## config.mk

```make
export PLATFORM = sky130hd
export DESIGN_NAME = fwsrg_top
export DESIGN_NICKNAME = d
export VERILOG_FILES = /design/src/core/fwsrg_cpu_regs.v /design/src/core/fwsrg_sync.v /design/src/core/fwsrg_top.v
export VERILOG_INCLUDE_DIRS = /design/src /design/src/core
export SDC_FILE = /design/constraint.sdc
export NUM_CORES = 1
export LEC_CHECK = 0
export BUFFER_PORTS_ARGS = -buffer_cell sky130_fd_sc_hd__buf_2
export CAP_MARGIN = 30
export CORE_MARGIN = 5
export CORE_UTILIZATION = 40
export CTS_BUF_LIST = sky130_fd_sc_hd__clkbuf_16
export CTS_CLUSTER_SIZE = 14
export DETAILED_ROUTE_END_ITERATION = 6
export HOLD_SLACK_MARGIN = 0.1
export SETUP_SLACK_MARGIN = 0.3
export SYNTH_ARGS = -nofsm -noshare
export SYNTH_HDL_FRONTEND = slang
export SYNTH_SLANG_ARGS = --single-unit
```

## constraint.sdc

```tcl
create_clock -name clk -period 2.2 [get_ports clk]
set_input_delay 0.44 -clock clk [delete_from_list [all_inputs] [get_ports clk]]
set_output_delay 0.44 -clock clk [all_outputs]
set_load 0.01 [all_outputs]
```

## src/core/fwsrg_map.vh

```
// Constants for the flash writer status and register gate
`ifndef FWSRG_MAP_VH
`define FWSRG_MAP_VH

// Clock rate and settling times
`define FWSRG_CYC_PER_MS 100000
`define FWSRG_OSC_MS 10
`define FWSRG_SETUP_MS 10

// Writer command codes (data byte of a command write)
`define FWSRG_CMD_READ 8'h00
`define FWSRG_CMD_PROG 8'h40
`define FWSRG_CMD_ERASE 8'h20
`define FWSRG_CMD_STAT 8'h71

// Auto-program page
`define FWSRG_PAGE_LAST 7'h7f
`define FWSRG_PAGE_LO0 8'h00
`define FWSRG_PAGE_LO1 8'h80

// Unimplemented array range
`define FWSRG_UNIMP_LO 17'h0f780
`define FWSRG_BLANK 8'hff

// Return code bit positions
`define FWSRG_RC_END 7
`define FWSRG_RC_CMD 6
`define FWSRG_RC_PRG 5
`define FWSRG_RC_ERS 4
`define FWSRG_RC_CNT 1
`define FWSRG_RC_ADR 0
`define FWSRG_RC_RST 8'h00

// CPU side flash control registers
`define FWSRG_FC1_ADDR 16'hff80
`define FWSRG_FC2_ADDR 16'hff81
`define FWSRG_EBR_ADDR 16'hff83
`define FWSRG_FC1_RST 8'h80
`define FWSRG_FC2_RST 8'h00
`define FWSRG_EBR_RST 8'h00
`define FWSRG_RSVD 8'hff

// Operating modes
`define FWSRG_MODE1 2'h1
`define FWSRG_MODE2 2'h2
`define FWSRG_MODE3 2'h3

`endif

```

## src/core/fwsrg_cpu_regs.v

```verilog
// CPU side flash control registers gated by the window enable
`timescale 1ns/1ps
`include "fwsrg_map.vh"
module fwsrg_cpu_regs (
   input wire clk,
   input wire rst,
   input wire [1:0] mode,
   input wire flash_reg_window_enable,
   input wire [15:0] addr,
   input wire rd,
   input wire wr,
   input wire [7:0] wdata,
   output reg [7:0] rdata_r,
   output reg int_ack_r,
   output reg ext_r,
   output reg [7:0] flash_control_one_r,
   output reg [7:0] flash_control_two_r,
   output reg [7:0] erase_block_select_two_r
);
   // Address to register index, zero when no register matches
   function [1:0] fwsrg_sel;
      input [15:0] a;
      begin
         case (a)
            `FWSRG_FC1_ADDR: fwsrg_sel = 2'h1;
            `FWSRG_FC2_ADDR: fwsrg_sel = 2'h2;
            `FWSRG_EBR_ADDR: fwsrg_sel = 2'h3;
            default: fwsrg_sel = 2'h0;
         endcase
      end
   endfunction

   wire [1:0] rsel = fwsrg_sel(addr);
   wire hit = rsel != 2'h0;
   wire m1 = mode == `FWSRG_MODE1;
   wire m3 = mode == `FWSRG_MODE3;
   // Registers live only with the window open, in every mode but mode 1
   wire live = flash_reg_window_enable & ~m1;
   // Mode 1 open and mode 3 closed give all-ones reserved area
   wire rsvd = m1 ? flash_reg_window_enable
                  : (m3 & ~flash_reg_window_enable);
   reg [7:0] reg_val;

   // Read value of the selected register
   always @* begin
      case (rsel)
         2'h1: reg_val = flash_control_one_r;
         2'h2: reg_val = flash_control_two_r;
         2'h3: reg_val = erase_block_select_two_r;
         default: reg_val = `FWSRG_RSVD;
      endcase
   end

   // Register writes, reserved area ignores writes
   always @(posedge clk) begin
      if (rst) begin
         flash_control_one_r <= `FWSRG_FC1_RST;
         flash_control_two_r <= `FWSRG_FC2_RST;
         erase_block_select_two_r <= `FWSRG_EBR_RST;
      end else if (wr && live) begin
         case (fwsrg_sel(addr))
            2'h1: flash_control_one_r <= wdata;
            2'h2: flash_control_two_r <= wdata;
            2'h3: erase_block_select_two_r <= wdata;
            default: ;
         endcase
      end
   end

   // Answer: internal data, all ones, or hand to external space
   always @(posedge clk) begin
      if (rst) begin
         rdata_r <= 8'h00;
         int_ack_r <= 1'b0;
         ext_r <= 1'b0;
      end else begin
         int_ack_r <= hit & (rd | wr) & (live | rsvd);
         ext_r <= hit & (rd | wr) & ~live & ~rsvd;
         if (hit && rd) begin
            rdata_r <= live ? reg_val : `FWSRG_RSVD;
         end
      end
   end
endmodule

```

## src/core/fwsrg_sync.v

```verilog
// Two-flop synchroniser for pin inputs
`timescale 1ns/1ps
module fwsrg_sync #(
   parameter W = 1,
   parameter [W-1:0] INIT = {W{1'b0}}
) (
   input wire clk,
   input wire rst,
   input wire [W-1:0] d,
   output wire [W-1:0] q
);
   genvar i;

   // One bit chain per input line, each flop driven from one place
   generate
      for (i = 0; i < W; i = i + 1) begin : g_bit
         reg s1_r;
         reg s2_r;
         always @(posedge clk) begin
            if (rst) begin
               s1_r <= INIT[i];
               s2_r <= INIT[i];
            end else begin
               s1_r <= d[i];
               s2_r <= s1_r;
            end
         end
         assign q[i] = s2_r;
      end
   endgenerate
endmodule

```

## src/core/fwsrg_top.v

```verilog
// Writer mode status, polling and command sequencer with CPU register gate
`timescale 1ns/1ps
`include "fwsrg_map.vh"
module fwsrg_top #(
   parameter [19:0] OSC_CYC = `FWSRG_OSC_MS * `FWSRG_CYC_PER_MS,
   parameter [19:0] SETUP_CYC = `FWSRG_SETUP_MS * `FWSRG_CYC_PER_MS
) (
   input wire clk,
   input wire rst,
   input wire wr_ce_n,
   input wire wr_oe_n,
   input wire wr_we_n,
   input wire [16:0] wr_addr,
   input wire [7:0] wr_din,
   output reg [7:0] wr_dout_r,
   output reg wr_doe_r,
   output reg cmd_ready_r,
   output reg [16:0] arr_addr_r,
   input wire [7:0] arr_rdata,
   output reg pg_we_r,
   output reg [6:0] pg_idx_r,
   output reg [7:0] pg_data_r,
   output reg eng_prog_go_r,
   output reg eng_erase_go_r,
   output reg [16:0] eng_addr_r,
   input wire eng_done,
   input wire eng_ok,
   input wire eng_perr,
   input wire eng_eerr,
   input wire eng_cnt_exc,
   input wire [1:0] mode,
   input wire flash_reg_window_enable,
   input wire [15:0] cpu_addr,
   input wire cpu_rd,
   input wire cpu_wr,
   input wire [7:0] cpu_wdata,
   output wire [7:0] cpu_rdata_r,
   output wire cpu_int_ack_r,
   output wire cpu_ext_r,
   output wire [7:0] flash_control_one_r,
   output wire [7:0] flash_control_two_r,
   output wire [7:0] erase_block_select_two_r
);
   // One-hot writer states
   localparam [7:0] S_OSC = 8'h01;
   localparam [7:0] S_SETUP = 8'h02;
   localparam [7:0] S_READ = 8'h04;
   localparam [7:0] S_STAT = 8'h08;
   localparam [7:0] S_LOAD = 8'h10;
   localparam [7:0] S_PROG = 8'h20;
   localparam [7:0] S_ERASE = 8'h40;
   localparam [7:0] S_POLL = 8'h80;

   reg [7:0] state_r;
   reg [7:0] state_nxt;
   reg [19:0] cnt_r;
   reg [19:0] cnt_nxt;
   reg [7:0] rc_r;
   reg [7:0] rc_nxt;
   reg poll_end_r;
   reg poll_end_nxt;
   reg poll_ok_r;
   reg poll_ok_nxt;
   reg first_r;
   reg first_nxt;
   reg [6:0] idx_r;
   reg [6:0] idx_nxt;
   reg we_prev_r;
   reg unimp_r;

   wire ce_n_s;
   wire oe_n_s;
   wire we_n_s;
   wire [16:0] addr_s;
   wire [7:0] din_s;

   // Programmer pins pass two flops before use
   fwsrg_sync #(.W(3), .INIT(3'h7)) u_sync_ctl (
      .clk(clk),
      .rst(rst),
      .d({wr_ce_n, wr_oe_n, wr_we_n}),
      .q({ce_n_s, oe_n_s, we_n_s})
   );

   fwsrg_sync #(.W(25), .INIT(25'h0000000)) u_sync_bus (
      .clk(clk),
      .rst(rst),
      .d({wr_addr, wr_din}),
      .q({addr_s, din_s})
   );

   // Write strobe ends on the rising edge of the enable
   wire wr_stb = ~ce_n_s & we_n_s & ~we_prev_r;
   wire rd_en = ~ce_n_s & ~oe_n_s;
   wire page_ok = (addr_s[7:0] == `FWSRG_PAGE_LO0) |
                  (addr_s[7:0] == `FWSRG_PAGE_LO1);

   // Return code as seen by a status read
   wire [7:0] rc_view = {rc_r[7:4], 2'h0, rc_r[1:0]};

   // Next-state, timer and return code logic
   always @* begin
      state_nxt = state_r;
      cnt_nxt = cnt_r;
      rc_nxt = rc_r;
      poll_end_nxt = poll_end_r;
      poll_ok_nxt = poll_ok_r;
      first_nxt = first_r;
      idx_nxt = idx_r;
      case (state_r)
         S_OSC: begin
            // Writes are ignored while settling
            if (cnt_r == 20'h00000) begin
               state_nxt = S_SETUP;
               cnt_nxt = SETUP_CYC - 20'h00001;
            end else begin
               cnt_nxt = cnt_r - 20'h00001;
            end
         end
         S_SETUP: begin
            if (cnt_r == 20'h00000) begin
               state_nxt = S_READ;
            end else begin
               cnt_nxt = cnt_r - 20'h00001;
            end
         end
         S_READ, S_STAT, S_POLL: begin
            if (wr_stb) begin
               if (din_s != `FWSRG_CMD_STAT) begin
                  rc_nxt = `FWSRG_RC_RST;
                  poll_end_nxt = 1'b0;
                  poll_ok_nxt = 1'b0;
               end
               case (din_s)
                  `FWSRG_CMD_READ: state_nxt = S_READ;
                  `FWSRG_CMD_STAT: state_nxt = S_STAT;
                  `FWSRG_CMD_PROG: begin
                     state_nxt = S_LOAD;
                     first_nxt = 1'b1;
                     idx_nxt = 7'h00;
                  end
                  `FWSRG_CMD_ERASE: state_nxt = S_ERASE;
                  default: begin
                     // Unknown command: abnormal end, command error
                     state_nxt = S_STAT;
                     rc_nxt[`FWSRG_RC_CMD] = 1'b1;
                     rc_nxt[`FWSRG_RC_END] = 1'b1;
                  end
               endcase
            end
         end
         S_LOAD: begin
            if (wr_stb) begin
               if (first_r) begin
                  first_nxt = 1'b0;
                  if (!page_ok) begin
                     rc_nxt[`FWSRG_RC_ADR] = 1'b1;
                  end
               end
               idx_nxt = idx_r + 7'h01;
               if (idx_r == `FWSRG_PAGE_LAST) begin
                  state_nxt = S_PROG;
               end
            end
         end
         S_PROG, S_ERASE: begin
            // Command writes are not accepted while operating
            if (eng_done) begin
               state_nxt = S_POLL;
               poll_end_nxt = 1'b1;
               poll_ok_nxt = eng_ok & ~rc_r[`FWSRG_RC_ADR];
               rc_nxt[`FWSRG_RC_END] = ~eng_ok | rc_r[`FWSRG_RC_ADR];
               rc_nxt[`FWSRG_RC_PRG] = eng_perr;
               rc_nxt[`FWSRG_RC_ERS] = eng_eerr;
               rc_nxt[`FWSRG_RC_CNT] = eng_cnt_exc;
            end
         end
         default: begin
            state_nxt = S_OSC;
            cnt_nxt = OSC_CYC - 20'h00001;
         end
      endcase
   end

   // State registers
   always @(posedge clk) begin
      if (rst) begin
         state_r <= S_OSC;
         cnt_r <= OSC_CYC - 20'h00001;
         rc_r <= `FWSRG_RC_RST;
         poll_end_r <= 1'b0;
         poll_ok_r <= 1'b0;
         first_r <= 1'b0;
         idx_r <= 7'h00;
         we_prev_r <= 1'b1;
      end else begin
         state_r <= state_nxt;
         cnt_r <= cnt_nxt;
         rc_r <= rc_nxt;
         poll_end_r <= poll_end_nxt;
         poll_ok_r <= poll_ok_nxt;
         first_r <= first_nxt;
         idx_r <= idx_nxt;
         we_prev_r <= we_n_s;
      end
   end

   // Page buffer writes and engine start pulses
   always @(posedge clk) begin
      if (rst) begin
         pg_we_r <= 1'b0;
         pg_idx_r <= 7'h00;
         pg_data_r <= 8'h00;
         eng_prog_go_r <= 1'b0;
         eng_erase_go_r <= 1'b0;
         eng_addr_r <= 17'h00000;
      end else begin
         pg_we_r <= (state_r == S_LOAD) & wr_stb;
         pg_idx_r <= idx_r;
         pg_data_r <= din_s;
         if ((state_r == S_LOAD) && wr_stb && first_r) begin
            // Page address is taken from the first data cycle
            eng_addr_r <= {addr_s[16:7], 7'h00};
         end
         eng_prog_go_r <= (state_r == S_LOAD) & (state_nxt == S_PROG);
         eng_erase_go_r <= (state_r != S_ERASE) &
                           (state_nxt == S_ERASE);
      end
   end

   // Array address and unimplemented range flag
   always @(posedge clk) begin
      if (rst) begin
         arr_addr_r <= 17'h00000;
         unimp_r <= 1'b0;
      end else begin
         arr_addr_r <= addr_s;
         unimp_r <= addr_s >= `FWSRG_UNIMP_LO;
      end
   end

   // Data pins: array, return code or polling flags
   always @(posedge clk) begin
      if (rst) begin
         wr_dout_r <= 8'h00;
         wr_doe_r <= 1'b0;
         cmd_ready_r <= 1'b0;
      end else begin
         wr_doe_r <= rd_en;
         cmd_ready_r <= ~(state_r[0] | state_r[1]);
         case (state_r)
            S_READ: wr_dout_r <= unimp_r ? `FWSRG_BLANK
                                         : arr_rdata;
            S_STAT: wr_dout_r <= rc_view;
            S_PROG, S_ERASE: wr_dout_r <= 8'h00;
            S_POLL: begin
               wr_dout_r <= {poll_end_r, poll_ok_r,
                             6'h00};
            end
            default: wr_dout_r <= 8'h00;
         endcase
      end
   end

   // CPU side register window
   fwsrg_cpu_regs u_cpu_regs (
      .clk(clk),
      .rst(rst),
      .mode(mode),
      .flash_reg_window_enable(flash_reg_window_enable),
      .addr(cpu_addr),
      .rd(cpu_rd),
      .wr(cpu_wr),
      .wdata(cpu_wdata),
      .rdata_r(cpu_rdata_r),
      .int_ack_r(cpu_int_ack_r),
      .ext_r(cpu_ext_r),
      .flash_control_one_r(flash_control_one_r),
      .flash_control_two_r(flash_control_two_r),
      .erase_block_select_two_r(erase_block_select_two_r)
   );
endmodule
```

==> results.json, run 1 <==
{
  "cts_tree": "built",
  "start_util": 0.408,
  "power_per_cell_area_mw_per_mm2": 706,
  "numClockSinks": 191,
  "power.share.switching": 0.239,
  "clockBufferDepth": 2,
  "numPortBuffers": 160,
  "fmax_mhz": 474,
  "wire_length_of_the_first_global_routing_pass_mm": 29.4,
  "setup.worst_path.end_class": "flip-flop",
  "area_growth_syn_to_layout_pct": 35.8,
  "synth_ff_type": "dfxtp_1",
  "grt_max_degree": 83,
  "p_seq_frac": 0.524,
  "synth_cell_type_count": 69,
  "die-width_um": 143,
  "worstPathArrival_ns": 2.47,
  "worst_path_largest_cell_delay_ns": 0.57,
  "place_ws_ns": -0.0260,
  "cts.hold.buffers_added": 0,
  "drt-total-wl_mm": 18.6,
  "global_route.overflow_total": 0,
  "cts_buffers": 17,
  "ant_nets": 0,
  "p_int_mw": 5.15,
  "drv_slew": 0,
  "max_cap_violations": 0,
  "logic_gate_share_of_total_power": 0.040,
  "routability_driven_placement_congestion_ratio": 0.880,
  "mostFrequentLayoutCell": "dfxtp_1",
  "ys_seq_elements": 191,
  "timing.reg2reg.setup_slack_ns": 0.09,
  "post-route-worst-setup-slack_ns": 0.0891,
  "timing.clock.skew_ns": 0.00987,
  "die-height_um": 143,
  "synth.avg_cell_area_um2": 9.47,
  "detail_route.drc_violations": 0,
  "die_area_mm2": 0.0204,
  "final.min_clock_period_ns": 2.11,
  "ys_warnings": 0,
  "post-layout-total-power_mw": 6.76,
  "cp_data_required_time_ns": 2.56,
  "clockPowerShare": 0.436,
  "ir_worst_vdd_mv": 0.542,
  "num_vias": 6081,
  "worst-setup-path-type": "flip-flop to flip-flop",
  "edff_count_synth": 0,
  "start_kind": "flip-flop",
  "clk_latency_ns": 0.43,
  "grt_util_all_layers": 0.180,
  "antenna_found_initial": 3,
  "tns_ns": 0,
  "drive_gt1_frac": 0.375,
  "switchingPower_mw": 1.62,
  "synth.yosys.seq_area_share": 0.542,
  "power.static_leakage_nw": 3.92,
  "drt_iter0_drc": 416,
  "grt_pass1_vias": 5802,
  "cp_cell_sequence": "or4_4 -> or4b_4 -> or2_4 -> a31o_1 -> a21oi_2",
  "netlist_area_mm2": 0.00705,
  "setup-violations-final": 0,
  "postSynth.asyncResetShare": 0,
  "final_hold_viol_count": 0,
  "num-nets-final": 1034,
  "syn-instance-count": 745,
  "place.detailed.hpwl_mm": 12.9,
  "worst_hold_path_type": "input pin to flip-flop",
  "root_buffer": "clkbuf_16",
  "status": "completed",
  "dr.pass1.iters": 5,
  "library_cell_contributing_the_largest_single_delay_on_the_critical_path": "or4b_4",
  "crit_fanout": 6,
  "max_slew.worst_pin.slew_ns": 0.667,
  "unrepaired_setup_endpoints_after_global_routing": "yes",
  "routed_wire_length_per_instance_um": 15.5,
  "slew_headroom": 0.555,
  "cts-htree-levels": 4,
  "path_clk_slew_ns": 0.07,
  "route.detailed.vias_per_inst": 5.07,
  "placeableCoreArea_mm2": 0.0173,
  "final_min_period_over_clock_period": 0.959,
  "mostFrequentLayoutCells": "dfxtp_1 (183), buf_2 (159), nor2b_1 (88)",
  "ios": 168,
  "num_rows": 48
}
## Yosys cell counts (7+ instances only)
cell	n	area share
a22oi_1	8	0.0085
or3_1	7	0.0062
nand4_1	10	0.0089
nor2b_1	88	0.078
a21oi_1	59	0.042
nor3_1	12	0.0085
or2_2	8	0.0071
nor2_1	34	0.018
buf_4	7	0.0075
dfxtp_1	191	0.54
and3_1	10	0.0089
nor4_1	7	0.0062
o31ai_1	12	0.013
nand3_1	36	0.026
buf_2	9	0.0064
o21ai_0	16	0.011
nand2_1	72	0.038
mux2i_1	9	0.013
clkbuf_1	27	0.014
or4_1	18	0.019
## per-layer routing
layer,vias to the layer above,track usage,wire length (um)
li1,3067,-,-
met1,2863,0.241,8410
met2,127,0.281,8820
met3,20,0.0589,1120
met4,4,0.0510,227
met5,-,0,25
## final cells by class
class / instances / area (um^2)
Timing Repair Buffer: 236 / 1440
Fill cell: 1580 / 7720
Clock buffer: 17 / 425
Clock inverter: 15 / 150
Inverter: 7 / 26.3
Multi-Input combinational cell: 507 / 3410
Antenna cell: 1 / 2.50
Tap cell: 225 / 282
Sequential cell: 191 / 3840
## power by group through the flow
stage / Sequential, mW / Combinational, mW / Clock (mW)
final: 3.55 / 0.271 / 2.95
after global routing: 3.55 / 0.302 / 3.19
after CTS: 3.54 / 0.264 / 3.02
after detailed placement: 3.63 / 0.259 / 0
after global placement: 3.63 / 0.257 / 0
after floorplan: 3.63 / 0.136 / 0
## through the flow
step	util	std cells	area, um^2	hold WS [ns]
4_1_cts	0.537	1187	9280	0.175
5_1_grt	0.554	1199	9580	0.181
3_3_place_gp	0.492	1147	8520	0.376
3_5_place_dp	0.492	1147	8520	0.379
2_1_floorplan	-	751	7250	0.373
6_report	0.554	1199	9580	0.191
## path summary, 6_finish.rpt
check                                               from                        to  cells past startpoint
worst max-delay path                            cnt_r[6]                 cnt_r[12]                      5
worst max register to register                  cnt_r[6]                 cnt_r[12]                      5
worst min register to register  u_sync_ctl.g_bit[1].s2_r                  wr_doe_r                      1
worst min-delay path                             wr_we_n  u_sync_ctl.g_bit[0].s1_r                      2
## kinds of logic after synthesis
| family | count (synthesis) | share of synthesized area |
|---|---|---|
| compound gates | 148 | 0.135 |
| mux | 9 | 0.0128 |
| flops | 191 | 0.542 |
| other cells | 1 | 0.000532 |
| xor+xnor | 2 | 0.00248 |
| buf+inv | 55 | 0.0378 |
| fa+ha+maj | 2 | 0.00355 |
| simple gates | 337 | 0.266 |
## sequential cells by signal, summed over array words and instances (netlist names), 7 cells and up
name                                 count
u_sync_bus.g_bit.s2_r                   25
idx_r                                    7
cnt_r                                   20
u_cpu_regs.rdata_r                       8
pg_idx_r                                 7
state_r                                  8
arr_addr_r                              17
u_cpu_regs.erase_block_select_two_r      8
wr_dout_r                                8
pg_data_r                                8
u_cpu_regs.flash_control_one_r           8
u_sync_bus.g_bit.s1_r                   25
u_cpu_regs.flash_control_two_r           8
eng_addr_r                              10
## critical path: cells and delay by family (launching register included)
kind / cells / cell delay, ns
flops: 1 / 0.32
compound gates: 2 / 0.32
simple gates: 3 / 1.40
## what timing repair did
item / 4_1_cts / 5_1_grt
setup buffers: 7 / 10
setup endpoints to repair: 52 / 62
pin swaps: 14 / 18
cloned: 1 / 1
resized for setup: 32 / 51
Power figures use the tool's default switching activity.
==> run 2, diff against run 1 <==
--- a/config.mk
+++ b/config.mk
@@ -13,8 +13,10 @@
 export CTS_BUF_LIST = sky130_fd_sc_hd__clkbuf_16
 export CTS_CLUSTER_SIZE = 14
 export DETAILED_ROUTE_END_ITERATION = 6
+export GPL_TIMING_DRIVEN = 0
 export HOLD_SLACK_MARGIN = 0.1
 export SETUP_SLACK_MARGIN = 0.3
 export SYNTH_ARGS = -nofsm -noshare
 export SYNTH_HDL_FRONTEND = slang
+export SYNTH_HIERARCHICAL = 1
 export SYNTH_SLANG_ARGS = --single-unit
==> constraint.sdc (replaced) <==
create_clock -name clk -period 2.2 [get_ports clk]
set_input_delay 0.66 -clock clk [delete_from_list [all_inputs] [get_ports clk]]
set_output_delay 0.66 -clock clk [all_outputs]
set_load 0.01 [all_outputs]
==> run 2 against run 1 <==
  * Non-clock buffer count up 62
  * Critical endpoint is now cnt_r[15]
  * Core utilization up 3.4 points
  * Critical path type unchanged
  * Worst hold slack better by 0.21 ns
  * The run now ends with setup timing left
  * Sequential cell count unchanged
  * Largest cell class unchanged
  * Via count up 3.0%
  * Fmax down 7.8%
  * Total power up 2.2%
  * Synthesized cell count up 3.9%
==> results.json, run 2 <==
{
  "status": "finished with violations",
  "violations_in_the_final_reports": "setup timing",
  "placeableCoreArea_mm2": 0.0181,
  "power.static_leakage_nw": 4.39,
  "num_rows": 49,
  "ys_warnings": 6,
  "ios": 168,
  "synthMostInstantiatedCell": "dfxtp_1",
  "largest_registers": "u_sync_bus/g_bit.s1_r (25), u_sync_bus/g_bit.s2_r (25), cnt_r (20)",
  "grt_pass1_vias": 6310,
  "layout.core_utilization": 0.588,
  "drive_gt1_frac": 0.458,
  "routed_wire_length_per_instance_um": 16.3,
  "fin_area_mm2": 0.0106,
  "start_util": 0.408,
  "antenna_found_initial": 1,
  "drt_iter0_drc": 283,
  "ant_nets": 0,
  "area_growth_syn_to_layout_pct": 44.1,
  "routability_driven_placement_congestion_ratio": 0.815,
  "grt_util_all_layers": 0.189,
  "numPortBuffers": 160,
  "slew_headroom": 0.531,
  "global_route.overflow_total": 0,
  "cts_tree": "built",
  "start_kind": "flip-flop",
  "route.detailed.vias_per_inst": 4.95,
  "syn-instance-count": 774,
  "die-height_um": 146,
  "place.detailed.hpwl_mm": 13.3,
  "ir_worst_vdd_mv": 0.496,
  "max_slew.worst_pin.slew_ns": 0.700,
  "area_of_placed_instances_mm2": 0.00868,
  "setup.worst_path.end_class": "flip-flop",
  "timing.clock.skew_ns": 0.00915,
  "cts-htree-levels": 4,
  "final_hold_viol_count": 0,
  "filler_cell_count": 1545,
  "die-width_um": 146,
  "dr.pass1.iters": 4,
  "ys_top_cells_by_area": "dfxtp_1 (52%), nor2b_1 (7.3%), a21oi_1 (3.8%), buf_4 (3.7%), nand2_1 (2.6%)",
  "synth_largest_area_cell": "dfxtp_1",
  "root_buffer": "clkbuf_16",
  "place_ws_ns": -0.608,
  "post-place-cells": 1170,
  "edff_count_synth": 0,
  "stdcell_count": 1266,
  "final.min_clock_period_ns": 2.29,
  "synth_top_area_frac": 0.518,
  "worstPathArrival_ns": 2.61,
  "die_area_mm2": 0.0213,
  "wire_length_of_the_first_global_routing_pass_mm": 32.5,
  "synth_ff_type": "dfxtp_1",
  "mostFrequentLayoutCells": "dfxtp_1 (176), buf_2 (165), nor2b_1 (86)",
  "r2r_cells": 11,
  "final_min_period_over_clock_period": 1.04,
  "cts_buffers": 17,
  "synth.yosys.seq_area_share": 0.518,
  "worst_hold_path_type": "flip-flop to flip-flop",
  "seqCellArea_mm2": 0.00385,
  "mostFrequentLayoutCell": "dfxtp_1",
  "detail_route.drc_violations": 0,
  "num-nets-final": 1099,
  "path_clk_slew_ns": 0.07,
  "crit_fanout": 7,
  "synth.avg_cell_area_um2": 9.54,
  "max_cap_violations": 0,
  "fmax_mhz": 437,
  "drv_slew": 0,
  "worst-setup-path-type": "flip-flop to flip-flop",
  "numClockSinks": 191,
  "synth_cell_type_count": 65,
  "multi_input_comb_area_mm2": 0.00383,
  "holdPathStages": 1,
  "post-route-worst-setup-slack_ns": -0.0895,
  "cp_data_required_time_ns": 2.53,
  "drt-total-wl_mm": 20.7,
  "ys_seq_elements": 191,
  "postSynth.asyncResetShare": 0,
  "unrepaired_setup_endpoints_after_global_routing": "yes",
  "power_per_cell_area_mw_per_mm2": 650,
  "num_vias": 6266,
  "fin_worst_hold_slack_ns": 0.404,
  "netlist_area_mm2": 0.00738,
  "setup-violations-final": 22,
  "grt_max_degree": 18,
  "clockBufferDepth": 2,
  "clk_latency_ns": 0.43,
  "synth_common_cells": "dfxtp_1 (191), nor2b_1 (86), a21oi_1 (56)"
}
run 2: cell types whose count changed after synthesis, moves of 8 or more:
cell and change:
xor2_1 +8, mux2i_1 +8, nand2_1 -21, nor2_1 +9, buf_4 +29, inv_1 +16
run 2: report_power, final:
group	total, mW	internal (mW)	switching [mW]
clock	3.00	1.67	1.34
sequential	3.54	3.52	0.0201
combinational	0.373	0.177	0.196
run 2: per-layer routing:
| layer | vias to the layer above | wire length (um) | global-route usage | share of wire |
|---|---|---|---|---|
| met5 | - | 0 | 0 | 0 |
| met3 | 33 | 1020 | 0.0464 | 0.049 |
| met4 | 0 | 402 | 0.0617 | 0.019 |
| met2 | 166 | 10400 | 0.327 | 0.50 |
| met1 | 2923 | 8840 | 0.232 | 0.43 |
| li1 | 3144 | - | - | - |
run 2: cell type report:
class	count	area share
tap	229	0.0269
buffer	73	0.0550
sequential	191	0.362
multi-input combinational	495	0.360
clock buffer	17	0.0400
timing repair buffer	225	0.135
inverter	22	0.00776
clock inverter	13	0.0132
antenna	1	0.000235
run 2: kinds of logic after synthesis:
group | share of synthesized area
xor+xnor | 0.0119
compound gates | 0.119
other cells | 0.000508
fa+ha+maj | 0.00339
flops | 0.518
mux | 0.0230
buf+inv | 0.0727
simple gates | 0.252
run 2: timing repair:
action / in CTS / in global routing
gates cloned: 4 / 1
gates resized for setup: 110 / 101
hold buffers: 0 / 0
pin swaps: 39 / 46
setup endpoints to repair: 92 / 96
setup buffers: 44 / 16
run 2: final timing paths:
| kind | startpoint | endpoint | slack [ns] |
|---|---|---|---|
| max reg2reg | cnt_r[0] | cnt_r[15] | -0.09 |
| max | cnt_r[0] | cnt_r[15] | -0.09 |
| min reg2reg | u_sync_ctl/g_bit[2].s1_r | u_sync_ctl/g_bit[2].s2_r | 0.40 |
| min | u_sync_ctl/g_bit[2].s1_r | u_sync_ctl/g_bit[2].s2_r | 0.40 |
run 2: worst max-delay path, stage by stage (launching register included):
cell,delay (ns)
dfxtp_2,0.34
inv_2,0.09
ha_4,0.14
or4b_4,0.49
nor3_4,0.19
buf_6,0.15
and4_1,0.23
buf_6,0.12
buf_8,0.13
buf_6,0.12
nor4_2,0.04
o21a_1,0.16
run 2: per-stage QoR:
| step | TNS, ns | total power, mW |
|---|---|---|
| after floorplan | -1.82 | 3.79 |
| after global placement | -16.82 | 3.94 |
| after detailed placement | -19.25 | 3.94 |
| after CTS | -1.03 | 6.97 |
| after global routing | -2.86 | 7.17 |
| final | -0.875 | 6.92 |
